<file path="config.mk">
export PLATFORM = sky130hd
export DESIGN_NAME = sct_timer
export DESIGN_NICKNAME = d
export VERILOG_FILES = /design/src/sct_pkg.sv /design/src/sct_timer.sv
export SDC_FILE = /design/constraint.sdc
export NUM_CORES = 1
export LEC_CHECK = 0
export BUFFER_PORTS_ARGS = -buffer_cell sky130_fd_sc_hd__buf_4
export CORE_MARGIN = 2
export CORE_UTILIZATION = 30
export CTS_BUF_LIST = sky130_fd_sc_hd__clkbuf_4 sky130_fd_sc_hd__clkbuf_8
export DETAILED_ROUTE_END_ITERATION = 16
export PLACE_DENSITY = 0.44
export SYNTH_ARGS = -nofsm -noshare
export SYNTH_HDL_FRONTEND = slang
export SYNTH_SLANG_ARGS = --single-unit
export TNS_END_PERCENT = 50
</file>
<file path="constraint.sdc">
create_clock -name clk_i -period 4.3 [get_ports clk_i]
set_clock_uncertainty 0.05 [all_clocks]
set_input_delay 0.215 -clock clk_i [delete_from_list [all_inputs] [get_ports clk_i]]
set_output_delay 0.215 -clock clk_i [all_outputs]
set_load 0.05 [all_outputs]
</file>
<file path="src/sct_pkg.sv">
// Package with the register map, field positions and timing constants
// of the split-capable timer control block.
// Assumes a 32-bit classic Wishbone register port with a byte address.
//
// Summary of operation
// - Split clock-out toggles the clock-out pin on every low-half overflow.
// - Low-half overflow in split mode reloads the low counter from its reload byte.
// - While split clock-out is active, low-half overflows set no low overflow flag.
// - A 16-bit or split high-half overflow sets the main overflow flag; only software clears it.
// - Enabled falling or rising external edge sets the external flag and requests interrupt.
// - In power-down with interrupt enabled the external condition acts as a level.
// - Split low-half overflow sets low flag; interrupt only when its enable is set.
// - Falling-edge enable makes a falling edge capture or reload; mode 0 only flags.
// - Main run bit runs the 16-bit timer, or only the high half when split.
// - Three-bit clock select picks prescaled, pin, system, event or overflow sources.
// - Two mode bits select reload, edge reload, capture, capture with auto-zero.
// - Split enable runs the counter as two independent 8-bit timers.
// - Two-bit low clock select picks prescaled, system, uart1 overflow or int1 event.
// - Rising-edge enable makes a rising edge capture or reload and set external flag.
// - Auto-clear drops low run bit on high overflow (modes 0/1) or capture (2/3).
// - Clock-out enable gates the clock onto the clock-out pin; else pin stays low.
// - Ignore bit stops the main overflow flag from requesting an interrupt.
// - Capture source select picks pin, int0, port pin, keypad or slow oscillator.
// - Writing one to a run trigger sets the matching run bit (low run bit only when split); zero does nothing.
// - Reload trigger forces reload unless capturing; separate low reload when split.
// - Writing one to a stop trigger clears the matching run bit (low run bit only when split); zero does nothing.

package sct_pkg;

  // ----------------------------------------------------------------
  // Register indexes (byte address is four times the index)
  // ----------------------------------------------------------------
  localparam logic [7:0] IDX_MODE_EXT   = 8'h93;
  localparam logic [7:0] IDX_RUN_TRIG   = 8'h95;
  localparam logic [7:0] IDX_RELOAD_TRIG = 8'h96;
  localparam logic [7:0] IDX_STOP_TRIG  = 8'h97;
  localparam logic [7:0] IDX_CONTROL    = 8'hc8;
  localparam logic [7:0] IDX_MODE       = 8'hc9;
  localparam logic [7:0] IDX_RCAP_LO    = 8'hca;
  localparam logic [7:0] IDX_RCAP_HI    = 8'hcb;
  localparam logic [7:0] IDX_CNT_LO     = 8'hcc;
  localparam logic [7:0] IDX_CNT_HI     = 8'hcd;
  localparam logic [7:0] IDX_AUX        = 8'hce;

  // ----------------------------------------------------------------
  // Reset value and extended-mode write mask
  // ----------------------------------------------------------------
  localparam logic [7:0] RST_BYTE       = 8'h00;
  localparam logic [7:0] MODE_EXT_RMASK = 8'hdf;

  // ----------------------------------------------------------------
  // Field positions
  // ----------------------------------------------------------------
  localparam int CTL_MAIN_OVF   = 7;
  localparam int CTL_EXT_FLAG   = 6;
  localparam int CTL_LOW_OVF    = 5;
  localparam int CTL_LOW_IE     = 4;
  localparam int CTL_FALL_EN    = 3;
  localparam int CTL_MAIN_RUN   = 2;
  localparam int CTL_CLKSEL0    = 1;
  localparam int CTL_MODE_A     = 0;
  localparam int MOD_SPLIT      = 7;
  localparam int MOD_LOCLKSEL0  = 6;
  localparam int MOD_RISE_EN    = 5;
  localparam int MOD_CLKSEL1    = 4;
  localparam int MOD_LOW_RUN    = 3;
  localparam int MOD_AUTO_CLR   = 2;
  localparam int MOD_CLKOUT_EN  = 1;
  localparam int MOD_MODE_B     = 0;
  localparam int EXT_LOCLKSEL1  = 7;
  localparam int EXT_OVF_IGNORE = 6;
  localparam int EXT_CLKSEL2    = 4;
  localparam int EXT_MODE_C     = 3;
  localparam int TRG_LOW        = 6;
  localparam int TRG_MAIN       = 3;
  localparam int AUX_IRQ_EN     = 0;

  // ----------------------------------------------------------------
  // Timing
  // ----------------------------------------------------------------
  localparam int unsigned  PRESC_DIV  = 12;
  localparam logic [3:0]   PRESC_LAST = 4'(PRESC_DIV - 1);

endpackage : sct_pkg

</file>
<file path="src/sct_timer.sv">
// Split-capable timer control: registers, counters, flags, clock-out.
// Assumes a classic Wishbone master and event inputs synchronous to clk_i.
//
// The implementer's own choice: the Wishbone slave port.
`timescale 1ns/100ps

module sct_timer
  import sct_pkg::*;
(
  // Clock and reset
  input  wire logic        clk_i,
  input  wire logic        rst_i,
  // Wishbone slave
  input  wire logic        cyc_i,
  input  wire logic        stb_i,
  input  wire logic        we_i,
  input  wire logic [9:0]  adr_i,
  input  wire logic [3:0]  sel_i,
  input  wire logic [31:0] dat_i,
  output logic      [31:0] dat_o,
  output logic             ack_o,
  // Clock sources
  input  wire logic        timer_pin_i,
  input  wire logic        int1_event_i,
  input  wire logic        uart1_timer_overflow_i,
  input  wire logic        timer0_overflow_i,
  input  wire logic        timer1_overflow_i,
  // Capture sources
  input  wire logic        external_input_pin_i,
  input  wire logic        int0_event_i,
  input  wire logic        fixed_port_pin_i,
  input  wire logic        keypad_event_i,
  input  wire logic        internal_slow_rc_osc_i,
  // System state
  input  wire logic        power_down_i,
  // Outputs
  output logic             clock_out_pin_o,
  output logic             overflow_event_o,
  output logic             timer_irq_o
);

  typedef struct packed {
    logic [7:0] ctrl;
    logic [7:0] mode;
    logic [7:0] ext;
    logic [7:0] aux;
    logic [7:0] cnt_lo;
    logic [7:0] cnt_hi;
    logic [7:0] rcap_lo;
    logic [7:0] rcap_hi;
    logic [3:0] presc;
    logic       pin_prev;
    logic       cap_prev;
    logic       clk_out;
    logic       ack;
    logic [7:0] rdata;
  } sct_state_t;

  sct_state_t q_ff;
  sct_state_t nxt_q;

  logic       req;
  logic       wr;
  logic [7:0] idx;
  logic [7:0] wdat;
  logic       split;
  logic       capture;
  logic [1:0] mode_sel;
  logic       tick12;
  logic       lo_tick;
  logic       main_tick;
  logic       lo_inc;
  logic       lo_ovf;
  logic       hi_inc;
  logic       hi_ovf;
  logic       ovf16;
  logic       main_ovf;
  logic       cap_lvl;
  logic       ext_evt;
  logic       pd_level;
  logic       clkout_act;
  logic [15:0] cnt16;

  // ----------------------------------------------------------------
  // Next-state logic
  // ----------------------------------------------------------------
  always_comb
  begin
    nxt_q    = q_ff;
    req      = cyc_i & stb_i & ~q_ff.ack;
    wr       = req & we_i & sel_i[0];
    idx      = adr_i[9:2];
    wdat     = dat_i[7:0];
    split    = q_ff.mode[MOD_SPLIT];
    mode_sel = {q_ff.ctrl[CTL_MODE_A], q_ff.mode[MOD_MODE_B]};
    capture  = mode_sel[1];
    clkout_act = split & q_ff.mode[MOD_CLKOUT_EN];

    // Prescaler for the system clock divided by twelve
    tick12      = (q_ff.presc == PRESC_LAST);
    nxt_q.presc = tick12 ? 4'h0 : q_ff.presc + 4'h1;
    nxt_q.pin_prev = timer_pin_i;

    // Low half clock
    unique case ({q_ff.ext[EXT_LOCLKSEL1], q_ff.mode[MOD_LOCLKSEL0]})
      2'b00:   lo_tick = tick12;
      2'b01:   lo_tick = 1'b1;
      2'b10:   lo_tick = uart1_timer_overflow_i;
      default: lo_tick = int1_event_i;
    endcase
    lo_inc = split & q_ff.mode[MOD_LOW_RUN] & lo_tick;
    lo_ovf = lo_inc & (q_ff.cnt_lo == 8'hff);

    // Main clock; external pin counts on falling edges
    unique case ({q_ff.ext[EXT_CLKSEL2], q_ff.mode[MOD_CLKSEL1], q_ff.ctrl[CTL_CLKSEL0]})
      3'b000:  main_tick = tick12;
      3'b001:  main_tick = q_ff.pin_prev & ~timer_pin_i;
      3'b010:  main_tick = 1'b1;
      3'b011:  main_tick = split ? lo_ovf : int1_event_i;
      3'b100:  main_tick = uart1_timer_overflow_i;
      3'b101:  main_tick = timer0_overflow_i;
      3'b110:  main_tick = 1'b0;
      default: main_tick = timer1_overflow_i;
    endcase
    hi_inc   = q_ff.ctrl[CTL_MAIN_RUN] & main_tick;
    cnt16    = {q_ff.cnt_hi, q_ff.cnt_lo};
    ovf16    = ~split & hi_inc & (cnt16 == 16'hffff);
    hi_ovf   = split & hi_inc & (q_ff.cnt_hi == 8'hff);
    main_ovf = ovf16 | hi_ovf;

    // Capture source; reserved codes hold the last level so no edge appears
    unique case (q_ff.ext[2:0])
      3'b000:  cap_lvl = external_input_pin_i;
      3'b001:  cap_lvl = int0_event_i;
      3'b010:  cap_lvl = fixed_port_pin_i;
      3'b100:  cap_lvl = keypad_event_i;
      3'b111:  cap_lvl = internal_slow_rc_osc_i;
      default: cap_lvl = q_ff.cap_prev;
    endcase
    nxt_q.cap_prev = cap_lvl;
    ext_evt = (q_ff.cap_prev & ~cap_lvl & q_ff.ctrl[CTL_FALL_EN])
            | (~q_ff.cap_prev & cap_lvl & q_ff.mode[MOD_RISE_EN]);
    pd_level = power_down_i & q_ff.aux[AUX_IRQ_EN]
             & ((q_ff.ctrl[CTL_FALL_EN] & ~cap_lvl) | (q_ff.mode[MOD_RISE_EN] & cap_lvl));

    // Counters
    if (split)
    begin
      if (lo_inc)
        nxt_q.cnt_lo = lo_ovf ? q_ff.rcap_lo : q_ff.cnt_lo + 8'h01;
      if (hi_inc)
        nxt_q.cnt_hi = hi_ovf ? (capture ? 8'h00 : q_ff.rcap_hi) : q_ff.cnt_hi + 8'h01;
      if (ext_evt)
      begin
        unique case (mode_sel)
          2'b00:   ;
          2'b01:   nxt_q.cnt_hi = q_ff.rcap_hi;
          2'b10:   nxt_q.rcap_hi = q_ff.cnt_hi;
          default:
          begin
            nxt_q.rcap_hi = q_ff.cnt_hi;
            nxt_q.cnt_hi  = 8'h00;
          end
        endcase
      end
    end
    else
    begin
      if (hi_inc)
        {nxt_q.cnt_hi, nxt_q.cnt_lo} = ovf16 ? (capture ? 16'h0000 : {q_ff.rcap_hi, q_ff.rcap_lo})
                                             : cnt16 + 16'h0001;
      if (ext_evt)
      begin
        unique case (mode_sel)
          2'b00:   ;
          2'b01:   {nxt_q.cnt_hi, nxt_q.cnt_lo} = {q_ff.rcap_hi, q_ff.rcap_lo};
          2'b10:   {nxt_q.rcap_hi, nxt_q.rcap_lo} = cnt16;
          default:
          begin
            {nxt_q.rcap_hi, nxt_q.rcap_lo} = cnt16;
            {nxt_q.cnt_hi, nxt_q.cnt_lo}   = 16'h0000;
          end
        endcase
      end
    end

    // Clock-out toggle, parked low while disabled
    if (!q_ff.mode[MOD_CLKOUT_EN])
      nxt_q.clk_out = 1'b0;
    else if (split ? lo_ovf : (ovf16 & ~q_ff.ctrl[CTL_MODE_A]))
      nxt_q.clk_out = ~q_ff.clk_out;

    // Software writes to plain registers
    if (wr)
    begin
      unique case (idx)
        IDX_CONTROL:  nxt_q.ctrl    = wdat;
        IDX_MODE:     nxt_q.mode    = wdat;
        IDX_MODE_EXT: nxt_q.ext     = wdat & MODE_EXT_RMASK;
        IDX_AUX:      nxt_q.aux     = {7'h00, wdat[AUX_IRQ_EN]};
        IDX_RCAP_LO:  nxt_q.rcap_lo = wdat;
        IDX_RCAP_HI:  nxt_q.rcap_hi = wdat;
        IDX_CNT_LO:   nxt_q.cnt_lo  = wdat;
        IDX_CNT_HI:   nxt_q.cnt_hi  = wdat;
        default:      ;
      endcase
    end

    // Trigger registers act once and store nothing
    if (wr && idx == IDX_RELOAD_TRIG)
    begin
      if (wdat[TRG_MAIN] && !capture)
      begin
        nxt_q.cnt_hi = q_ff.rcap_hi;
        if (!split)
          nxt_q.cnt_lo = q_ff.rcap_lo;
      end
      if (wdat[TRG_LOW] && split)
        nxt_q.cnt_lo = q_ff.rcap_lo;
    end
    if (wr && idx == IDX_RUN_TRIG)
    begin
      if (wdat[TRG_MAIN])
        nxt_q.ctrl[CTL_MAIN_RUN] = 1'b1;
      if (wdat[TRG_LOW] && split)
        nxt_q.mode[MOD_LOW_RUN] = 1'b1;
    end
    if (wr && idx == IDX_STOP_TRIG)
    begin
      if (wdat[TRG_MAIN])
        nxt_q.ctrl[CTL_MAIN_RUN] = 1'b0;
      if (wdat[TRG_LOW] && split)
        nxt_q.mode[MOD_LOW_RUN] = 1'b0;
    end
    if (split && q_ff.mode[MOD_AUTO_CLR] && (capture ? ext_evt : hi_ovf))
      nxt_q.mode[MOD_LOW_RUN] = 1'b0;

    // Hardware flag sets come last so a set beats a clear in the same cycle
    if (main_ovf)
      nxt_q.ctrl[CTL_MAIN_OVF] = 1'b1;
    if (ext_evt || pd_level)
      nxt_q.ctrl[CTL_EXT_FLAG] = 1'b1;
    if (lo_ovf && !clkout_act)
      nxt_q.ctrl[CTL_LOW_OVF] = 1'b1;

    // Bus answer one cycle after the request; unmapped reads give zero
    nxt_q.ack = req;
    unique case (idx)
      IDX_CONTROL:  nxt_q.rdata = q_ff.ctrl;
      IDX_MODE:     nxt_q.rdata = q_ff.mode;
      IDX_MODE_EXT: nxt_q.rdata = q_ff.ext;
      IDX_AUX:      nxt_q.rdata = q_ff.aux;
      IDX_RCAP_LO:  nxt_q.rdata = q_ff.rcap_lo;
      IDX_RCAP_HI:  nxt_q.rdata = q_ff.rcap_hi;
      IDX_CNT_LO:   nxt_q.rdata = q_ff.cnt_lo;
      IDX_CNT_HI:   nxt_q.rdata = q_ff.cnt_hi;
      default:      nxt_q.rdata = RST_BYTE;
    endcase
  end

  // ----------------------------------------------------------------
  // State register
  // ----------------------------------------------------------------
  always_ff @(posedge clk_i)
  begin
    if (rst_i)
      q_ff <= '0;
    else
      q_ff <= nxt_q;
  end

  // ----------------------------------------------------------------
  // Outputs
  // ----------------------------------------------------------------
  assign dat_o            = {24'h000000, q_ff.rdata};
  assign ack_o            = q_ff.ack;
  assign clock_out_pin_o  = q_ff.clk_out & q_ff.mode[MOD_CLKOUT_EN];
  // Split mode hands the overflow event over to the low half
  assign overflow_event_o = split ? lo_ovf : ovf16;
  assign timer_irq_o      = q_ff.aux[AUX_IRQ_EN]
                          & ((q_ff.ctrl[CTL_MAIN_OVF] & ~q_ff.ext[EXT_OVF_IGNORE])
                          |  q_ff.ctrl[CTL_EXT_FLAG]
                          |  (q_ff.ctrl[CTL_LOW_OVF] & q_ff.ctrl[CTL_LOW_IE]));

  logic wr_ctrl;
  logic wr_cnt_lo;
  assign wr_ctrl   = wr && idx == IDX_CONTROL;
  assign wr_cnt_lo = wr && (idx == IDX_CNT_LO || idx == IDX_RELOAD_TRIG);
endmodule : sct_timer

</file>
==> results.sh <==
export IMPL_synth_async_sr_flop_share=0
export IMPL_synth_top_area_cell="dfxtp_1"
export IMPL_drt_iter0_markers=583
export IMPL_cts_tree="built"
export IMPL_leakagePower_nw=2.099
export IMPL_wl_per_cell_um=23.02
export IMPL_rr_startpoint="cnt16[0]"
export IMPL_drv_cap=0
export IMPL_status="complete, no violations"
export IMPL_synth_most_common_cell="dfxtp_1"
export IMPL_cts_buffers=9
export IMPL_hold_buffers=0
export IMPL_diodes=0
export IMPL_cts_resized=0
export IMPL_yosysTopAreaCellShare=0.2744
export IMPL_grt_pass1_wl_mm=31.40
export IMPL_crit_type="reg -> out"
export IMPL_initial_core_util=0.3047
export IMPL_grt_max_degree=35
export IMPL_timing_final_crit_share=0.7782
export IMPL_die_w_um=136.3
export IMPL_syn_avg_cell_area_um2=7.816
export IMPL_postPlaceCellArea_um2=5527
export IMPL_row_count=48
export IMPL_drt_first_pass_iters=7
export IMPL_ant_nets=0
export IMPL_cts_sinks=72
export IMPL_synthCells=672
export IMPL_worstMarginPinSlew_ns=1.137
export IMPL_grt_pass1_vias=5167
export IMPL_switching_share=0.2855
export IMPL_rsz0062_at_grt="false"
export IMPL_root_buffer="clkbuf_8"
export IMPL_postCtsSetupRepairBufs=0
export IMPL_place_gp_congestion=0.8765
export IMPL_ioPinCount=98
export IMPL_tns_ns=0
export IMPL_synth_main_ff_cell="dfxtp_1"
export IMPL_final_util=0.3337
export IMPL_finalInstanceArea_um2=5752
export IMPL_vias_per_cell=6.016
export IMPL_core_area_um2=17240
export IMPL_syn_area_um2=5253
export IMPL_crit_arrival_ns=3.08
export IMPL_drc=0
export IMPL_synth_distinct_cells=81
export IMPL_hold_start="timer_pin_i"
export IMPL_syn2layout_area_growth_pct=9.505
export IMPL_clk_pin_slew_ns=0.08
export IMPL_synth_seq_cells=72
export IMPL_nets=738
export IMPL_dr_total_vias=5432
export IMPL_cts_max_path_buffers=2
export IMPL_power_mw=1.459
export IMPL_powerDensity_nw_per_um2=253.7
export IMPL_antenna_found_initial=0
export IMPL_ctsHtreeMaxLevel=3
export IMPL_setup_viol=0
export IMPL_yosysWarnings=0
export IMPL_overflow=0
export IMPL_hold_end="q_ff[11]"
export IMPL_combPwrFrac=0.098
export IMPL_r2r_cells=8
export IMPL_dpl_hpwl_mm=14.49
export IMPL_crit_fanout=15
export IMPL_yosysSeqAreaShare=0.2744
export IMPL_irDropWorstVdd_v=0.0001467
export IMPL_port_buffer_count=44
export IMPL_r2r_end="cnt16[1]"
export IMPL_synth_commonest_cells="dfxtp_1 (72), nor2_1 (61), a21oi_1 (53)"
export IMPL_internal_power_mw=1.042
export IMPL_hold_depth=2
export IMPL_slew_headroom=0.2352
export IMPL_fp_dieH_um=136.3
export IMPL_r2r_slack_ns=1.07
export IMPL_start_kind="flip-flop"
export IMPL_die_area_um2=18580
export IMPL_finalWorstSetupSlack_ns=0.9538
export IMPL_drv_slew=0
export IMPL_dp_worst_setup_slack_ns=1.126
export IMPL_finalHoldViolCount=0
export IMPL_drt_total_wl_mm=20.79
export IMPL_fin_crit_ns=3.346
export IMPL_drive_gt1_frac=0.1386
export IMPL_insertion_delay_ns=0.38
export IMPL_fmax_mhz=298.8
export IMPL_num_fill_cells=1827
export IMPL_min_delay_path_class="in -> reg"
export IMPL_pwr_share_seq=0.461
export IMPL_cp_required_ns=4.03
export IMPL_p_switching_mw=0.4166
export IMPL_synth_edf_count=0
export IMPL_synth_area_top_cells="dfxtp_1 (27%), mux2i_1 (8.2%), a21oi_1 (5.1%), buf_4 (5.0%), nor2_1 (4.4%)"
export IMPL_clockPowerShare=0.440
export IMPL_grt_usage=0.2281
export IMPL_cp_end_kind="primary output"
-- flip-flops by register name, indices dropped and copies added (netlist names) --
register	flops
ack_o	1
capture	1
cnt16	16
dat_o	8
mode_sel	1
q_ff	45
-- per-stage QoR --
stage          std cells  hold WS (ns)
6_report             903       0.01585
5_1_grt              903       0.03745
4_1_cts              903      0.002279
3_5_place_dp         887        0.3951
3_3_place_gp         887        0.3917
2_1_floorplan        695        0.2736
-- layout make-up --
class / instances / area, µm² / area share
Clock inverter: 6 / 93.84 / 0.01631
Timing Repair Buffer: 52 / 390.4 / 0.06787
Tap cell: 225 / 281.5 / 0.04894
Multi-Input combinational cell: 531 / 3387 / 0.5889
Sequential cell: 72 / 1441 / 0.2506
Clock buffer: 10 / 131.4 / 0.02284
Inverter: 7 / 26.28 / 0.004568
-- how the worst max path moves through the flow --
stage	startpoint	endpoint	slack, ns	depth (start not counted)
3_3_place_gp	cnt16[0]	cnt16[1]	1.20	8
5_1_grt	q_ff[12]	overflow_event_o	0.82	7
2_1_floorplan	q_ff[12]	overflow_event_o	1.29	7
3_5_place_dp	cnt16[0]	cnt16[1]	1.13	8
6_report	q_ff[12]	overflow_event_o	0.95	7
4_1_cts	q_ff[12]	overflow_event_o	0.99	7
-- placed cells by master (no fill, tap or decap), types with 8 or more instances in the layout --
cell / n
dfxtp_1: 72
nor2_1: 61
a21oi_1: 53
nand2_1: 52
buf_4: 52
mux2i_1: 43
o21ai_0: 35
nand3_1: 32
conb_1: 24
a22oi_1: 16
nor3_1: 14
a211oi_1: 13
o22ai_1: 13
a31oi_1: 13
and3_1: 12
clkbuf_8: 9
nor2b_1: 8
nand4_1: 8
-- kinds of logic (layout without fill, tap and decap cells) --
logic type      after synthesis  count (layout)  synth area share
simple gates                235             235            0.2327
flops                        72              72            0.2744
compound gates              211             211            0.2744
mux                          50              50           0.09909
other cells                   1              24         0.0007139
buf+inv                      92              75           0.09814
xor+xnor                      8               8           0.01334
fa+ha+maj                     3               3          0.007147
-- metal layers --
| layer | vias to the layer above | part of all wire | global-route usage |
|---|---|---|---|
| li1 | 2455 | - | - |
| met2 | 300 | 0.45 | 0.3476 |
| met1 | 2635 | 0.44 | 0.3105 |
| met3 | 42 | 0.088 | 0.04959 |
| met4 | 0 | 0.030 | 0.09491 |
| met5 | - | 0 | 0 |
-- power by group through the flow --
stage	sequential, mW	clock (mW)	combinational, mW
after floorplan	0.689	0	0.107
after global placement	0.689	0	0.141
after detailed placement	0.689	0	0.141
after CTS	0.673	0.658	0.142
after global routing	0.674	0.678	0.152
final	0.673	0.642	0.144
-- worst max-delay path: stages (launching register included) --
cell and delay, ns:
dfxtp_1 0.33, ha_1 0.27, and3b_1 0.24, a2bb2oi_1 0.15
a311oi_2 0.64, a21o_1 0.55, o21ai_0 0.25, buf_4 0.25
(Power assumes the default switching activity.)
